### src/rtl/cms_map.svh
`ifndef CMS_MAP_SVH
`define CMS_MAP_SVH

// ==================================================
// clock and timing
`define CMS_CLK_NS 40
`define CMS_FC_NS 40
`define CMS_MALF_FC 24
`define CMS_MALF_CYC ((`CMS_MALF_FC * `CMS_FC_NS) / `CMS_CLK_NS)
`define CMS_PIN_FC 12
`define CMS_PIN_CYC ((`CMS_PIN_FC * `CMS_FC_NS + `CMS_CLK_NS - 1) / `CMS_CLK_NS)

// ==================================================
// system control two fields
`define CMS_SC2_FAST_EN 7
`define CMS_SC2_SLOW_EN 6
`define CMS_SC2_CLK_SEL 5
`define CMS_SC2_RST 8'h80
`define CMS_SC2_WMASK 8'hE0

// ==================================================
// timer controls and reset values
`define CMS_UTC_START 3
`define CMS_UTC_WARMUP 8'h05
`define CMS_LTC_SLOW 8'h43
`define CMS_LTC_FAST 8'h63
`define CMS_RESET_VEC 16'hFFFE
`endif

### src/rtl/cms_pkg.sv
package cms_pkg;
   // ==================================================
   // run modes
   typedef enum logic [1:0] {
      fast_only_run = 2'b00,
      fast_dual_osc_run = 2'b01,
      slow_dual_osc_run = 2'b10,
      slow_only_run = 2'b11
   } cms_mode_e;

   // ==================================================
   // software write strobes with shared data
   typedef struct packed {
      logic sc2_wr;
      logic ltc_wr;
      logic utc_wr;
      logic cmpl_wr;
      logic cmph_wr;
      logic ie_wr;
      logic [7:0] data;
   } cms_wr_s;

   // ==================================================
   // warm-up counter state
   typedef struct packed {
      logic [15:0] cnt;
      logic fired;
      logic done;
   } cms_wu_s;

   // ==================================================
   // top state
   typedef struct packed {
      logic [7:0] sc2;
      logic cur_fast;
      logic cpu_en;
      cms_mode_e mode;
      logic [4:0] malf_cnt;
      logic [3:0] pin_cnt;
      logic sys_rst;
      logic pin_oe_n;
      logic pin_out;
      logic ime;
      logic ief;
      logic il;
      logic irq;
      logic [7:0] ltc;
      logic [7:0] utc;
      logic [15:0] cmp;
      logic [7:0] tdiv;
      logic wdt_en;
      logic [15:0] pc_vec;
      logic [5:0] low_run;
   } cms_top_s;
endpackage

### src/rtl/cms_top.sv
`timescale 1ns/1ns
`include "cms_map.svh"
module cms_top (
   input wire logic mclk, // system clock, fast clock
   input wire logic resetn, // power-on reset, low
   input wire cms_pkg::cms_wr_s sw, // software writes
   input wire logic irq_clr, // clear warm-up latch
   input wire logic slow_tick, // slow clock enable pulse
   input wire logic rst_pin_in, // reset pin level
   input wire logic addr_trap_req, // address trap request
   input wire logic wdt_req, // watchdog request
   output logic rst_pin_out, // reset pin drive level
   output logic rst_pin_oe_n, // reset pin enable, low
   output logic sys_rst_n, // internal reset, low
   output logic [7:0] sc2_q, // system control two
   output logic clk_fast, // fast clock in use
   output logic cpu_clk_en, // cpu clock enable
   output cms_pkg::cms_mode_e run_mode, // run mode
   output logic warmup_done_irq, // gated warm-up request
   output logic irq_latch, // warm-up latch
   output logic master_irq_enable, // master enable
   output logic individual_irq_enable, // warm-up enable
   output logic [15:0] pc_vector, // reset vector
   output logic wdt_enable, // watchdog enabled
   output logic [7:0] tdiv_cnt // timing divider
);
   cms_pkg::cms_top_s r;
   cms_pkg::cms_top_s n;
   logic wu_done;
   logic xen_cl;
   logic xten_cl;
   logic sel_new;
   logic clk_fault;
   logic malf_req;
   logic pin_low;
   logic ext_rst;
   logic [3:0] chk_low;

   // ==================================================
   // warm-up counter
   cms_warmup u_wu (
      .mclk(mclk),
      .resetn(resetn),
      .clr(r.sys_rst),
      .ltc(r.ltc),
      .utc(r.utc),
      .cmp(r.cmp),
      .slow_tick(slow_tick),
      .done(wu_done)
   );

   // ==================================================
   // next-state logic
   always_comb begin
      n = r;
      // illegal oscillator clears
      xen_cl = r.sc2[`CMS_SC2_FAST_EN] & ~sw.data[`CMS_SC2_FAST_EN];
      xten_cl = r.sc2[`CMS_SC2_SLOW_EN] & ~sw.data[`CMS_SC2_SLOW_EN];
      sel_new = sw.data[`CMS_SC2_CLK_SEL];
      clk_fault = sw.sc2_wr & ~r.sys_rst & ((xen_cl & xten_cl) | (xen_cl & ~sel_new) | (xten_cl & sel_new));
      malf_req = addr_trap_req | wdt_req | clk_fault;
      // reset pin filter, ignores own drive
      pin_low = ~rst_pin_in & r.pin_oe_n;
      if (pin_low) begin
         if (r.pin_cnt != 4'(`CMS_PIN_CYC)) begin
            n.pin_cnt = r.pin_cnt + 4'h1;
         end
      end else begin
         n.pin_cnt = 4'h0;
      end
      ext_rst = pin_low && (n.pin_cnt == 4'(`CMS_PIN_CYC));
      // malfunction stretch, no retrigger while running
      if (r.malf_cnt != 5'h00) begin
         n.malf_cnt = r.malf_cnt - 5'h01;
      end else if (malf_req) begin
         n.malf_cnt = 5'(`CMS_MALF_CYC);
      end
      n.pin_oe_n = (n.malf_cnt == 5'h00);
      n.pin_out = 1'b0;
      n.sys_rst = ext_rst | ~n.pin_oe_n;
      n.low_run = n.pin_oe_n ? 6'h00 : ((r.low_run == 6'h3F) ? r.low_run : r.low_run + 6'h01);
      n.tdiv = r.tdiv + 8'h01;
      if (r.sys_rst) begin
         // reset-initialised state
         n.sc2 = `CMS_SC2_RST;
         n.cur_fast = 1'b1;
         n.ltc = 8'h00;
         n.utc = 8'h00;
         n.cmp = 16'h0000;
         n.ime = 1'b0;
         n.ief = 1'b0;
         n.il = 1'b0;
         n.tdiv = 8'h00;
         n.wdt_en = 1'b1;
         n.pc_vec = `CMS_RESET_VEC;
      end else begin
         // software writes; a faulting write is not stored
         if (sw.sc2_wr && !clk_fault) begin
            n.sc2 = sw.data & `CMS_SC2_WMASK;
         end
         if (sw.ltc_wr) begin
            n.ltc = sw.data;
         end
         if (sw.utc_wr) begin
            n.utc = sw.data;
         end
         if (sw.cmpl_wr) begin
            n.cmp[7:0] = sw.data;
         end
         if (sw.cmph_wr) begin
            n.cmp[15:8] = sw.data;
         end
         if (sw.ie_wr) begin
            n.ime = sw.data[0];
            n.ief = sw.data[1];
         end
         // latch: set beats clear
         if (irq_clr) begin
            n.il = 1'b0;
         end
         if (wu_done) begin
            n.il = 1'b1;
         end
         // clock changeover only on a slow clock edge
         if (slow_tick) begin
            if (r.sc2[`CMS_SC2_CLK_SEL] && r.cur_fast) begin
               n.cur_fast = 1'b0;
            end else if (!r.sc2[`CMS_SC2_CLK_SEL] && !r.cur_fast) begin
               n.cur_fast = 1'b1;
            end
         end
      end
      n.cpu_en = n.cur_fast | slow_tick;
      // run mode from clock in use and oscillators
      case ({n.cur_fast, n.sc2[`CMS_SC2_SLOW_EN], n.sc2[`CMS_SC2_FAST_EN]})
         3'b100, 3'b101: n.mode = cms_pkg::fast_only_run;
         3'b110, 3'b111: n.mode = cms_pkg::fast_dual_osc_run;
         3'b001, 3'b011: n.mode = cms_pkg::slow_dual_osc_run;
         default: n.mode = cms_pkg::slow_only_run;
      endcase
      n.irq = n.il & n.ime & n.ief;
   end

   // ==================================================
   // state register; power-on leaves one malfunction pulse
   always_ff @(posedge mclk or negedge resetn) begin
      if (!resetn) begin
         r <= '0;
         r.malf_cnt <= 5'(`CMS_MALF_CYC);
         r.sys_rst <= 1'b1;
         r.low_run <= 6'h01;
         r.sc2 <= `CMS_SC2_RST;
         r.cur_fast <= 1'b1;
         r.cpu_en <= 1'b1;
         r.wdt_en <= 1'b1;
         r.pc_vec <= `CMS_RESET_VEC;
      end else begin
         r <= n;
      end
   end

   // outputs straight from state
   assign rst_pin_out = r.pin_out;
   assign rst_pin_oe_n = r.pin_oe_n;
   assign sys_rst_n = ~r.sys_rst;
   assign sc2_q = r.sc2;
   assign clk_fast = r.cur_fast;
   assign cpu_clk_en = r.cpu_en;
   assign run_mode = r.mode;
   assign warmup_done_irq = r.irq;
   assign irq_latch = r.il;
   assign master_irq_enable = r.ime;
   assign individual_irq_enable = r.ief;
   assign pc_vector = r.pc_vec;
   assign wdt_enable = r.wdt_en;
   assign tdiv_cnt = r.tdiv;

   // ==================================================
   // checks
   a_malf_stretch: assert property (@(posedge mclk) disable iff (!resetn)
      (malf_req && r.malf_cnt == 5'h00) |=> (!rst_pin_oe_n && !sys_rst_n) [*8] ##16 !rst_pin_oe_n)
      else $error("malfunction reset shorter than 24 cycles");
   a_malf_bound: assert property (@(posedge mclk) disable iff (!resetn)
      r.low_run <= 6'h18) else $error("reset pin driven low over 24 cycles");
   a_pin_low: assert property (@(posedge mclk) disable iff (!resetn)
      !rst_pin_oe_n |-> (!rst_pin_out && !sys_rst_n)) else $error("pin driven without internal reset");
   a_clk_fault: assert property (@(posedge mclk) disable iff (!resetn)
      (clk_fault && r.malf_cnt == 5'h00) |=> (!rst_pin_oe_n && sc2_q == $past(sc2_q)))
      else $error("oscillator fault did not reset");

   // check helper: cycles of undriven low pin already seen, held at eleven
   always_ff @(posedge mclk or negedge resetn) begin
      if (!resetn) begin
         chk_low <= 4'h0;
      end else if (!rst_pin_in && rst_pin_oe_n) begin
         chk_low <= (chk_low == 4'hB) ? chk_low : chk_low + 4'h1;
      end else begin
         chk_low <= 4'h0;
      end
   end

   a_pin_filter: assert property (@(posedge mclk) disable iff (!resetn)
      (!rst_pin_in && rst_pin_oe_n && chk_low == 4'hB) |=> !sys_rst_n) else $error("pin reset not applied");
   a_cpu_clock: assert property (@(posedge mclk) disable iff (!resetn)
      !clk_fast |=> (clk_fast || cpu_clk_en == $past(slow_tick)))
      else $error("cpu clock not on slow ticks");
   a_sync_slow: assert property (@(posedge mclk) disable iff (!resetn)
      (sc2_q[`CMS_SC2_CLK_SEL] && clk_fast && slow_tick && sys_rst_n) |=> !clk_fast)
      else $error("slow clock not taken at sync");
   a_reset_init: assert property (@(posedge mclk) disable iff (!resetn)
      !sys_rst_n |=> (sc2_q == `CMS_SC2_RST && !irq_latch && !master_irq_enable && !individual_irq_enable
      && wdt_enable && pc_vector == `CMS_RESET_VEC && tdiv_cnt == 8'h00)) else $error("reset state wrong");
   a_mode_rst: assert property (@(posedge mclk) disable iff (!resetn)
      $rose(sys_rst_n) |-> (run_mode == cms_pkg::fast_only_run && clk_fast))
      else $error("not fast-only after reset");
   a_sync_hold: assert property (@(posedge mclk) disable iff (!resetn)
      (!sc2_q[`CMS_SC2_CLK_SEL] && !clk_fast && !slow_tick && sys_rst_n) |=> !clk_fast)
      else $error("fast clock taken before sync");
   a_sync_go: assert property (@(posedge mclk) disable iff (!resetn)
      (!sc2_q[`CMS_SC2_CLK_SEL] && !clk_fast && slow_tick && sys_rst_n) |=> clk_fast)
      else $error("fast clock not taken at sync");
   a_irq_set: assert property (@(posedge mclk) disable iff (!resetn)
      (wu_done && sys_rst_n) |=> irq_latch ##1 (irq_latch || $past(irq_clr)))
      else $error("warm-up latch not set");
endmodule

### src/rtl/cms_warmup.sv
`timescale 1ns/1ns
`include "cms_map.svh"
module cms_warmup (
   input wire logic mclk, // system clock
   input wire logic resetn, // async reset, low
   input wire logic clr, // internal reset clear
   input wire logic [7:0] ltc, // lower timer control
   input wire logic [7:0] utc, // upper timer control
   input wire logic [15:0] cmp, // cascaded compare
   input wire logic slow_tick, // slow clock enable
   output logic done // warm-up end pulse
);
   cms_pkg::cms_wu_s r;
   cms_pkg::cms_wu_s n;
   logic run;
   logic tick;

   // ==================================================
   // mode decode and counting
   always_comb begin
      n = r;
      n.done = 1'b0;
      run = utc[`CMS_UTC_START] && ({utc[7:4], 1'b0, utc[2:0]} == `CMS_UTC_WARMUP) &&
         (ltc == `CMS_LTC_SLOW || ltc == `CMS_LTC_FAST);
      tick = (ltc == `CMS_LTC_FAST) ? 1'b1 : slow_tick;
      if (clr || !run) begin
         n.cnt = 16'h0000;
         n.fired = 1'b0;
      end else if (tick && !r.fired) begin
         if (r.cnt == cmp) begin
            n.done = 1'b1;
            n.fired = 1'b1;
         end else begin
            n.cnt = r.cnt + 16'h0001;
         end
      end
   end

   // state register
   always_ff @(posedge mclk or negedge resetn) begin
      if (!resetn) begin
         r <= '0;
      end else begin
         r <= n;
      end
   end

   assign done = r.done;

   // ==================================================
   // checks
   a_done_match: assert property (@(posedge mclk) disable iff (!resetn)
      done |-> (r.cnt == cmp && r.fired)) else $error("warm-up end without compare match");
   a_done_once: assert property (@(posedge mclk) disable iff (!resetn)
      done |=> !done [*8]) else $error("warm-up end pulse repeated");
   a_src_slow: assert property (@(posedge mclk) disable iff (!resetn)
      (run && !clr && ltc == `CMS_LTC_SLOW && !slow_tick) |=> r.cnt == $past(r.cnt))
      else $error("slow source counted without slow tick");
   a_mode_gate: assert property (@(posedge mclk) disable iff (!resetn)
      done |-> $past(run)) else $error("warm-up end outside warm-up mode");
endmodule
### config.mk
export PLATFORM = sky130hd
export DESIGN_NAME = cms_top
export DESIGN_NICKNAME = d
export VERILOG_FILES = /design/src/rtl/cms_pkg.sv /design/src/rtl/cms_top.sv /design/src/rtl/cms_warmup.sv
export VERILOG_INCLUDE_DIRS = /design/src /design/src/rtl
export SDC_FILE = /design/constraint.sdc
export NUM_CORES = 1
export LEC_CHECK = 0
export BUFFER_PORTS_ARGS = -buffer_cell sky130_fd_sc_hd__buf_2
export CORE_UTILIZATION = 57
export DETAILED_ROUTE_END_ITERATION = 7
export GPL_TIMING_DRIVEN = 0
export PLACE_DENSITY = 0.9
export SYNTH_ARGS = -nofsm -noshare
export SYNTH_HDL_FRONTEND = slang
export SYNTH_HIERARCHICAL = 1
export SYNTH_SLANG_ARGS = --single-unit
### constraint.sdc
create_clock -name mclk -period 2.7 [get_ports mclk]
set_clock_uncertainty 0.05 [all_clocks]
set_input_delay 0.135 -clock mclk [delete_from_list [all_inputs] [get_ports mclk]]
set_output_delay 0.135 -clock mclk [all_outputs]
set_load 0.05 [all_outputs]
==> results of run 1 <==
state kept, by name (all words and copies together) (netlist names):
signal	count
u_wu/done	1
sc2_q	3
rst_pin_oe_n	1
irq_latch	1
clk_fast	1
master_irq_enable	1
run_mode	2
cpu_clk_en	1
tdiv_cnt	8
warmup_done_irq	1
u_wu/r	17
r	42
individual_irq_enable	1
logic make-up (layout without fill, tap and decap cells):
kind of cell               count (synthesis)  in the layout  share of synthesized area, %
buffers and inverters                     65            119                          9.56
AOI/OAI and AO/OA                         40             40                          6.95
xor gates and xnor gates                  35             35                          7.18
DFF                                       80             80                          47.1
and+or+nand+nor                          141            141                          19.1
other                                      2             23                         0.176
adders and majority gates                  5              5                          1.47
muxes                                     36             36                          8.47
worst max-delay path, delay by kind of cell (launching register included):
kind                   cells  cell delay (ns)
buffers and inverters      5             1.41
flip-flops                 1             0.54
timing repair:
item,CTS,global route
hold endpoints to repair,33,0
hold buffers,1,0
buffers inserted,0,0
power by group:
| group | internal (uW) | switching, uW |
|---|---|---|
| registers | 1340 | 141 |
| logic | 413 | 693 |
| clock network | 451 | 436 |
per-stage QoR:
| step | util [%] | total power (uW) | area [um^2] | setup slack [ns] | std cells |
|---|---|---|---|---|---|
| 4_1_cts | 67.3 | 3480 | 4880 | 0.182 | 578 |
| 2_1_floorplan | - | 2340 | 4350 | 0.635 | 425 |
| 6_report | 67.3 | 3470 | 4880 | 0.206 | 578 |
| 3_5_place_dp | 64.4 | 2590 | 4670 | 0.291 | 561 |
| 3_3_place_gp | 64.1 | 2540 | 4650 | 0.396 | 560 |
| 5_1_grt | 67.3 | 3640 | 4880 | 0.0779 | 578 |
per-layer routing:
metal  vias to the layer above  part of all wire (%)  routed length, um  track usage [%]
met5                         -                     0                  0                0
met3                        10                   5.5                480             5.60
li1                       1457                     -                  -                -
met2                        88                    50               4340             37.3
met1                      1527                    43               3770             32.1
met4                         0                   1.3                117             9.24
cell type report:
type                       count  area [um^2]  share of cell area (%)
timing repair buffer          38          213                    4.36
tap                           99          124                    2.54
clock buffer                  11          141                    2.90
buffer                        50          352                    7.20
clock inverter                 5         56.3                    1.15
multi-input combinational    280         1930                    39.5
inverter                      15         56.3                    1.15
sequential                    80         2010                    41.2
worst min path at each step:
stage	start	endpoint	slack, ns	cells after the start
floorplan	resetn	individual_irq_enable	-0.21	0
global placement	slow_tick	cpu_clk_en	0.38	2
detailed placement	resetn	r[76]	0.07	1
CTS	slow_tick	cpu_clk_en	0.001	2
global route	slow_tick	cpu_clk_en	0.01	2
finish	slow_tick	cpu_clk_en	0.02	2
placed cells by master (no fill, tap or decap), drive strengths merged, types with 2 or more instances in the layout:
cell     Yosys  layout
nor3b        6       6
clkbuf      10      21
o22ai        2       2
o211ai       2       2
a21oi       10      10
a211o        2       2
or4          2       2
buf         40      77
and3         5       5
mux2i       35      35
ha           5       5
and2         2       2
nand4        5       5
inv         15      15
a211oi       2       2
xor2         4       4
nor2        62      62
nor4         5       5
xnor2       31      31
nand3       15      15
nand2b       3       3
nor4b        8       8
a2bb2oi      2       2
dfrtp       74      74
or3          6       6
conb         2      23
nor3         3       3
nor2b        3       3
clkinv       0       3
nand2       11      11
dfstp        6       6
o21ai       11      11
a31oi        4       4
==> results.sh, run 1 <==
export IMPL_status="completed"
export IMPL_grt_pass1_wl_um=13600
export IMPL_worstReg2RegEnd="u_wu/r[7]"
export IMPL_finalWirelength_um=8710
export IMPL_core_um2=7250
export IMPL_synth_top_cell_by_area="dfrtp_1"
export IMPL_synth_top_area_share_pct=43.4
export IMPL_root_buffer="clkbuf_8"
export IMPL_worstSetupStartpointType="register"
export IMPL_r2r_slack_ns=0.25
export IMPL_seq_area_frac_synth_pct=47.1
export IMPL_io_pins=65
export IMPL_synthDistinctLibCells=56
export IMPL_min_period_ns=2.49
export IMPL_endpoint="sys_rst_n"
export IMPL_clock_sinks=80
export IMPL_initial_utilization_pct=58.8
export IMPL_cp_data_arrival_time_ns=2.31
export IMPL_power_density_nw_per_um2=711
export IMPL_cts_tree="yes"
export IMPL_hpwl_um=6380
export IMPL_clock_path_buffers=2
export IMPL_hold_class="in -> reg"
export IMPL_ctsHtreeMaxLevel=3
export IMPL_fin_crit_sh_pct=92.4
export IMPL_setup_tns_ns=0
export IMPL_syn_avg_cell_area_um2=10.6
export IMPL_ir_drop_mv=0.606
export IMPL_maxCapViolCount=0
export IMPL_layout_drive_gt1_share_pct=24.6
export IMPL_rsz0062_at_grt="no"
export IMPL_layout_nets=500
export IMPL_crit_path_max_fanout=10
export IMPL_dieHeight_um=88.5
export IMPL_num_rows=31
export IMPL_async_flop_share_pct=100
export IMPL_place_congestion=0.780
export IMPL_cts_made_buffers=9
export IMPL_max_freq_ghz=0.401
export IMPL_avgViaCountPerCell=5.33
export IMPL_worstRegToRegCells=6
export IMPL_fin_hold_ws_ns=0.0167
export IMPL_gr_total_overflow=0
export IMPL_antenna_left=0
export IMPL_setup_viol=0
export IMPL_relSlewSlack_pct=58.4
export IMPL_synthFlopType="dfrtp_1"
export IMPL_grtUsageTotal_pct=23.8
export IMPL_clk_pin_slew_worst_paths_ns=0.09
export IMPL_first_global_vias=2843
export IMPL_die_w_um=88.5
export IMPL_yosys_warnings=6
export IMPL_area_growth_syn_to_layout_pct=14.4
export IMPL_synthTopCellsByCount="74 x dfrtp_1, 62 x nor2_1, 36 x buf_4"
export IMPL_cts_resized=0
export IMPL_die_area_um2=7840
export IMPL_grt_antenna_before_repair=0
export IMPL_hold_viol_final=0
export IMPL_slowest_delay_ns=0.54
export IMPL_yosysMostFrequentCell="dfrtp_1"
export IMPL_timing_final_max_slew_violations=0
export IMPL_crit_start="r[69]"
export IMPL_wl_per_cell_um=15.1
export IMPL_synth_edf_count=0
export IMPL_worstPathRequired_ns=2.52
export IMPL_r2r_start="r[57]"
export IMPL_drtIter0Drc=200
export IMPL_grt_max_degree=46
export IMPL_ys_ff_latch=80
export IMPL_drt_drc_violations_left=0
export IMPL_synthTopCellsByArea="dfrtp_1 43%, mux2i_1 8.2%, xnor2_1 6.4%"
export IMPL_path_cells="buf_2, clkbuf_1, clkbuf_1, inv_1, buf_2"
export IMPL_dr_total_vias=3082
export IMPL_io_buffers=36
export IMPL_power_leakage_uw=0.00230
export IMPL_clk_latency_ns=0.36
export IMPL_first_pass_iters=4
export IMPL_worstMarginPinSlew_ns=0.624
export IMPL_crit_path_end_kind="output pin"
export IMPL_antennaDiodeCount=0
export IMPL_fillers=546
export IMPL_synth_cells=404
export IMPL_syn_area_um2=4270
export IMPL_crit_type="reg -> out"
export IMPL_crit_slowest_cell="dfstp_2"
No activity file was read; power rests on OpenSTA's default activity.
==> run 2: changes to the inputs <==
--- a/config.mk
+++ b/config.mk
@@ -7,10 +7,11 @@
 export NUM_CORES = 1
 export LEC_CHECK = 0
 export BUFFER_PORTS_ARGS = -buffer_cell sky130_fd_sc_hd__buf_2
-export CORE_UTILIZATION = 57
+export CORE_UTILIZATION = 52
 export DETAILED_ROUTE_END_ITERATION = 7
 export GPL_TIMING_DRIVEN = 0
-export PLACE_DENSITY = 0.9
+export PLACE_DENSITY = 0.87
+export RECOVER_POWER = 100
 export SYNTH_ARGS = -nofsm -noshare
 export SYNTH_HDL_FRONTEND = slang
 export SYNTH_HIERARCHICAL = 1
==> constraint.sdc (replaced) <==
create_clock -name mclk -period 2.25 [get_ports mclk]
set_clock_uncertainty 0.05 [all_clocks]
set_input_delay 0.1125 -clock mclk [delete_from_list [all_inputs] [get_ports mclk]]
set_output_delay 0.1125 -clock mclk [all_outputs]
set_load 0.05 [all_outputs]
==> run 2 against run 1 <==
Worst setup slack worse by 0.13 ns. First-iteration DRC count is 13% lower. Combinational power is 16% higher. Non-clock buffer count is 1 higher. Global-route usage is 1.8 points lower. Register-to-register slack worse by 0.17 ns. Power is 26% higher. Sequential share of layout area is 0.095 points lower. Critical endpoint is now u_wu/r[17]. Largest power group unchanged.
==> results.sh, run 2 (synthesis results as in run 1) <==
export IMPL_status="completed"
export IMPL_ff_latch_area_um2=2010
export IMPL_worstReg2RegEnd="u_wu/r[17]"
export IMPL_setup_viol=0
export IMPL_setup_slack_ns=0.0775
export IMPL_grt_pass1_wl_um=14600
export IMPL_root_buffer="clkbuf_8"
export IMPL_io_pins=65
export IMPL_critPathBufInv=0
export IMPL_place_area_um2=4680
export IMPL_antennaDiodeCount=0
export IMPL_place_congestion=0.837
export IMPL_maxCapViolCount=0
export IMPL_design_area_um2=4890
export IMPL_power_density_nw_per_um2=893
export IMPL_antenna_left=0
export IMPL_num_rows=32
export IMPL_relSlewSlack_pct=4.03
export IMPL_mostFrequentLayoutCell="dfrtp_1"
export IMPL_clock_path_buffers=2
export IMPL_clk_pin_slew_worst_paths_ns=0.08
export IMPL_dp_cells=564
export IMPL_fillers=661
export IMPL_largest_register_ffs=42
export IMPL_multi_input_area_um2=1900
export IMPL_die_area_um2=8570
export IMPL_gr_total_overflow=0
export IMPL_crit_slowest_cell="or4_4"
export IMPL_r2r_start="r[57]"
export IMPL_setup_tns_ns=0
export IMPL_final_cell_mix="74 x dfrtp_1, 62 x nor2_1, 37 x buf_4"
export IMPL_finalWirelength_um=8670
export IMPL_worstPathRequired_ns=2.43
export IMPL_die_w_um=92.6
export IMPL_cts_tree="yes"
export IMPL_hold_viol_final=0
export IMPL_place_ws_ns=-0.186
export IMPL_avgViaCountPerCell=5.27
export IMPL_regMostFlops="r"
export IMPL_clock_sinks=80
export IMPL_worstSetupStartpointType="register"
export IMPL_crit_start="r[57]"
export IMPL_path_cells="nor4b_4, a41oi_4, or4_4, nor4b_2, xnor2_1, nor2_1"
export IMPL_crit_path_end_kind="register"
export IMPL_initial_utilization_pct=54.4
export IMPL_ctsHtreeMaxLevel=3
export IMPL_drt_drc_violations_left=0
export IMPL_dieHeight_um=92.6
export IMPL_crit_type="reg -> reg"
export IMPL_layout_nets=501
export IMPL_timing_final_max_slew_violations=0
export IMPL_min_period_ns=2.17
export IMPL_hold_class="in -> reg"
export IMPL_holdPathStages=3
export IMPL_area_growth_syn_to_layout_pct=14.6
export IMPL_critical_path_top_delay_family="simple AND/OR/NAND/NOR gates"
export IMPL_cp_depth=6
export IMPL_worstMarginPinSlew_ns=1.44
export IMPL_final_cells=582
export IMPL_max_freq_ghz=0.460
export IMPL_r2r_slack_ns=0.08
export IMPL_worstRegToRegCells=6
export IMPL_clk_latency_ns=0.35
export IMPL_fin_crit_sh_pct=96.6
export IMPL_grt_antenna_before_repair=0
export IMPL_grt_max_degree=57
export IMPL_layout_drive_gt1_share_pct=20.2
export IMPL_fin_hold_ws_ns=0.0351
export IMPL_cp_data_arrival_time_ns=2.36
export IMPL_io_buffers=36
export IMPL_cts_made_buffers=9
export IMPL_hpwl_um=6120
export IMPL_first_global_vias=3070
export IMPL_core_um2=7850
export IMPL_power_leakage_uw=0.00221
export IMPL_rsz0062_at_grt="no"
export IMPL_drtIter0Drc=175
export IMPL_ir_drop_mv=0.492
export IMPL_slowest_delay_ns=0.51
export IMPL_dr_total_vias=3069
export IMPL_crit_path_max_fanout=4
export IMPL_grtUsageTotal_pct=21.9
export IMPL_wl_per_cell_um=14.9
export IMPL_endpoint="u_wu/r[17]"
export IMPL_first_pass_iters=4
run 2: timing repair:
action / 4_1_cts / 5_1_grt
setup endpoints to repair: 13 / 6
pin swaps: 3 / 2
endpoints found under the hold margin: 77 / 0
gates resized for setup: 0 / 2
setup buffers: 1 / 1
hold buffers: 2 / 0
run 2: worst min-delay path by stage:
stage	endpoint	from	slack [ns]
6_report	individual_irq_enable	sw[8]	0.04
2_1_floorplan	individual_irq_enable	resetn	-0.23
5_1_grt	r[44]	sw[5]	0.05
4_1_cts	r[72]	rst_pin_in	0.02
3_3_place_gp	cpu_clk_en	slow_tick	0.36
3_5_place_dp	u_wu/r[1]	resetn	-0.006
run 2: tightest hold or removal path, stage by stage:
cell and delay, ns:
buf_2 0.11, mux2i_1 0.09, nor2_1 0.09
run 2: area by class of cell:
cell class / instances / area share, %
plain buffers: 48 / 6.85
clock buffers: 11 / 3.09
clock inverters: 5 / 2.10
inverters: 15 / 1.15
multi-input cells: 280 / 38.7
flip-flops and latches: 80 / 41.1
well taps: 102 / 2.61
repair buffers: 41 / 4.37
run 2: where the power goes:
| group | internal (uW) | switching, uW |
|---|---|---|
| clock | 796 | 517 |
| sequential | 1600 | 165 |
| combinational | 481 | 809 |
| total | 2880 | 1490 |
run 2: through the flow:
stage	power [uW]	utilization (%)
floorplan	2810	-
global placement	3050	59.3
detailed placement	3110	59.7
CTS	4420	63.2
global route	4570	62.3
finish	4370	62.3
run 2: per-layer routing:
layer  part of all wire [%]  global-route usage, %  routed length (um)  vias to the layer above
met5                      0                      0                   0                        -
met4                    2.4                   10.9                 212                        0
met3                    4.9                   3.04                 426                       20
met2                     47                   33.3                4050                      107
met1                     46                   30.9                3980                     1486
li1                       -                      -                   -                     1456
==> run 3: changes to the inputs <==
--- a/config.mk
+++ b/config.mk
@@ -12,6 +12,7 @@
 export GPL_TIMING_DRIVEN = 0
 export PLACE_DENSITY = 0.87
 export RECOVER_POWER = 100
+export SLEW_MARGIN = 20
 export SYNTH_ARGS = -nofsm -noshare
 export SYNTH_HDL_FRONTEND = slang
 export SYNTH_HIERARCHICAL = 1
==> constraint.sdc (replaced) <==
create_clock -name mclk -period 2.25 [get_ports mclk]
set_clock_uncertainty 0.05 [all_clocks]
set_input_delay 0.3375 -clock mclk [delete_from_list [all_inputs] [get_ports mclk]]
set_output_delay 0.3375 -clock mclk [all_outputs]
set_load 0.05 [all_outputs]
==> run 3 against run 2 <==
Final area is 0.13% lower. Maximum frequency hardly changed. Worst setup slack better by 0.0014 ns. Via count hardly changed. Highest routed layer unchanged. Power hardly changed. Hold slack better by 0.19 ns. Die area stayed put. Critical path depth stayed put. First-iteration DRC count is 19% higher. Core utilization is 0.080 points lower.
==> results.sh, run 3 (synthesis results as in run 1) <==
export IMPL_status="completed"
export IMPL_clk_latency_ns=0.35
export IMPL_relSlewSlack_pct=4.00
export IMPL_grtUsageTotal_pct=21.9
export IMPL_cts_made_buffers=9
export IMPL_drtIter0Drc=209
export IMPL_cp_data_arrival_time_ns=2.36
export IMPL_wl_per_cell_um=14.9
export IMPL_fin_hold_ws_ns=0.225
export IMPL_power_density_nw_per_um2=895
export IMPL_hp_start="slow_tick"
export IMPL_max_freq_ghz=0.461
export IMPL_endpoint="u_wu/r[17]"
export IMPL_met3_usage_pct=3.04
export IMPL_initial_utilization_pct=54.4
export IMPL_first_pass_iters=4
export IMPL_cp_depth=6
export IMPL_min_period_ns=2.17
export IMPL_first_global_vias=3070
export IMPL_layout_drive_gt1_share_pct=20.3
export IMPL_worstSetupStartpointType="register"
export IMPL_drt_drc_violations_left=0
export IMPL_critical_path_top_delay_family="simple AND/OR/NAND/NOR gates"
export IMPL_hold_viol_final=0
export IMPL_regMostFlops="r"
export IMPL_place_congestion=0.837
export IMPL_critPathBufInv=0
export IMPL_top_usage_layer="met2"
export IMPL_grt_antenna_before_repair=0
export IMPL_die_area_um2=8570
export IMPL_worstRegToRegCells=6
export IMPL_r2r_slack_ns=0.08
export IMPL_hold_class="in -> reg"
export IMPL_avgViaCountPerCell=5.28
export IMPL_dr_total_vias=3068
export IMPL_antenna_left=0
export IMPL_io_buffers=36
export IMPL_crit_path_max_fanout=4
export IMPL_gr_total_overflow=0
export IMPL_path_cells="nor4b_4, a41oi_4, or4_4, nor4b_2, xnor2_1, nor2_1"
export IMPL_root_buffer="clkbuf_8"
export IMPL_crit_slowest_cell="or4_4"
export IMPL_clk_pin_slew_worst_paths_ns=0.08
export IMPL_io_pins=65
export IMPL_cts_tree="yes"
export IMPL_clock_path_buffers=2
export IMPL_ir_drop_mv=0.496
export IMPL_fin_crit_sh_pct=96.5
export IMPL_clock_sinks=80
export IMPL_maxCapViolCount=0
export IMPL_largest_register_ffs=42
export IMPL_setup_tns_ns=0
export IMPL_finalWirelength_um=8650
export IMPL_worstReg2RegEnd="u_wu/r[17]"
export IMPL_crit_type="reg -> reg"
export IMPL_utilization_pct=62.3
export IMPL_hpwl_um=6120
export IMPL_antennaDiodeCount=0
export IMPL_final_cell_mix="74 x dfrtp_1, 62 x nor2_1, 37 x buf_4"
export IMPL_layout_nets=500
export IMPL_core_um2=7850
export IMPL_use_met1_pct=30.9
export IMPL_power_leakage_uw=0.00221
export IMPL_worstMarginPinSlew_ns=1.44
export IMPL_rsz0062_at_grt="no"
export IMPL_timing_final_max_slew_violations=0
export IMPL_mostFrequentLayoutCell="dfrtp_1"
export IMPL_crit_start="r[57]"
export IMPL_crit_path_end_kind="register"
export IMPL_setup_viol=0
export IMPL_die_w_um=92.6
export IMPL_grt_pass1_wl_um=14600
export IMPL_power_uw=4370
export IMPL_ctsHtreeMaxLevel=3
export IMPL_worstPathRequired_ns=2.43
export IMPL_area_growth_syn_to_layout_pct=14.5
export IMPL_slowest_delay_ns=0.51
export IMPL_dieHeight_um=92.6
export IMPL_num_rows=32
export IMPL_met2_usage_pct=33.3
export IMPL_r2r_start="r[57]"
export IMPL_grt_max_degree=57
==> run 3: area by class of cell <==
cell class | count | area, um^2
Buffer | 48 | 339
Clock buffer | 11 | 151
Clock inverter | 5 | 103
Fill cell | 660 | 2960
Inverter | 15 | 56.3
Multi-Input combinational cell | 280 | 1900
Sequential cell | 80 | 2010
Tap cell | 102 | 128
Timing Repair Buffer | 40 | 204
==> run 3: where the power goes <==
| group | leakage (uW) | internal, uW | switching, uW |
|---|---|---|---|
| clock | 0.000126 | 796 | 519 |
| combinational | 0.000995 | 484 | 807 |
| sequential | 0.00109 | 1600 | 165 |
==> run 3: worst register-to-register path, delay by kind of cell (launching register included) <==
kind,cells,cell delay [ns]
AND/OR/NAND/NOR,4,1.22
flip-flops,1,0.41
AO/OA/AOI/OAI,1,0.21
XOR/XNOR,1,0.17
==> run 3: per-stage QoR <==
| stage | cell area [um^2] | instances | setup slack [ns] |
|---|---|---|---|
| 3_5_place_dp | 4680 | 564 | -0.186 |
| 5_1_grt | 4890 | 581 | 0.0176 |
| 2_1_floorplan | 4350 | 425 | 0.185 |
| 3_3_place_gp | 4650 | 563 | -0.100 |
| 4_1_cts | 4950 | 581 | 0.0571 |
| 6_report | 4890 | 581 | 0.0789 |
==> run 3: how the worst min path moves through the flow <==
stage                                  to  slack [ns]  depth (start not counted)
global route                   cpu_clk_en        0.24                          2
floorplan           individual_irq_enable      -0.008                          0
detailed placement              u_wu/r[1]        0.22                          1
finish                         cpu_clk_en        0.23                          2
global placement              tdiv_cnt[0]        0.41                          1
CTS                            cpu_clk_en        0.22                          2
==> run 3: metal layers <==
layer	up-vias	share of wire [%]
li1	1454	-
met1	1489	46
met2	108	47
met3	17	5.1
met4	0	2.5
met5	-	0
==> run 3: timing repair <==
action,in CTS,in global routing
hold endpoints to repair,22,0
gates cloned,0,0
setup endpoints to repair,13,7
resized for setup,1,3
pin swaps,3,2
buffers inserted,1,1
hold buffers,1,0
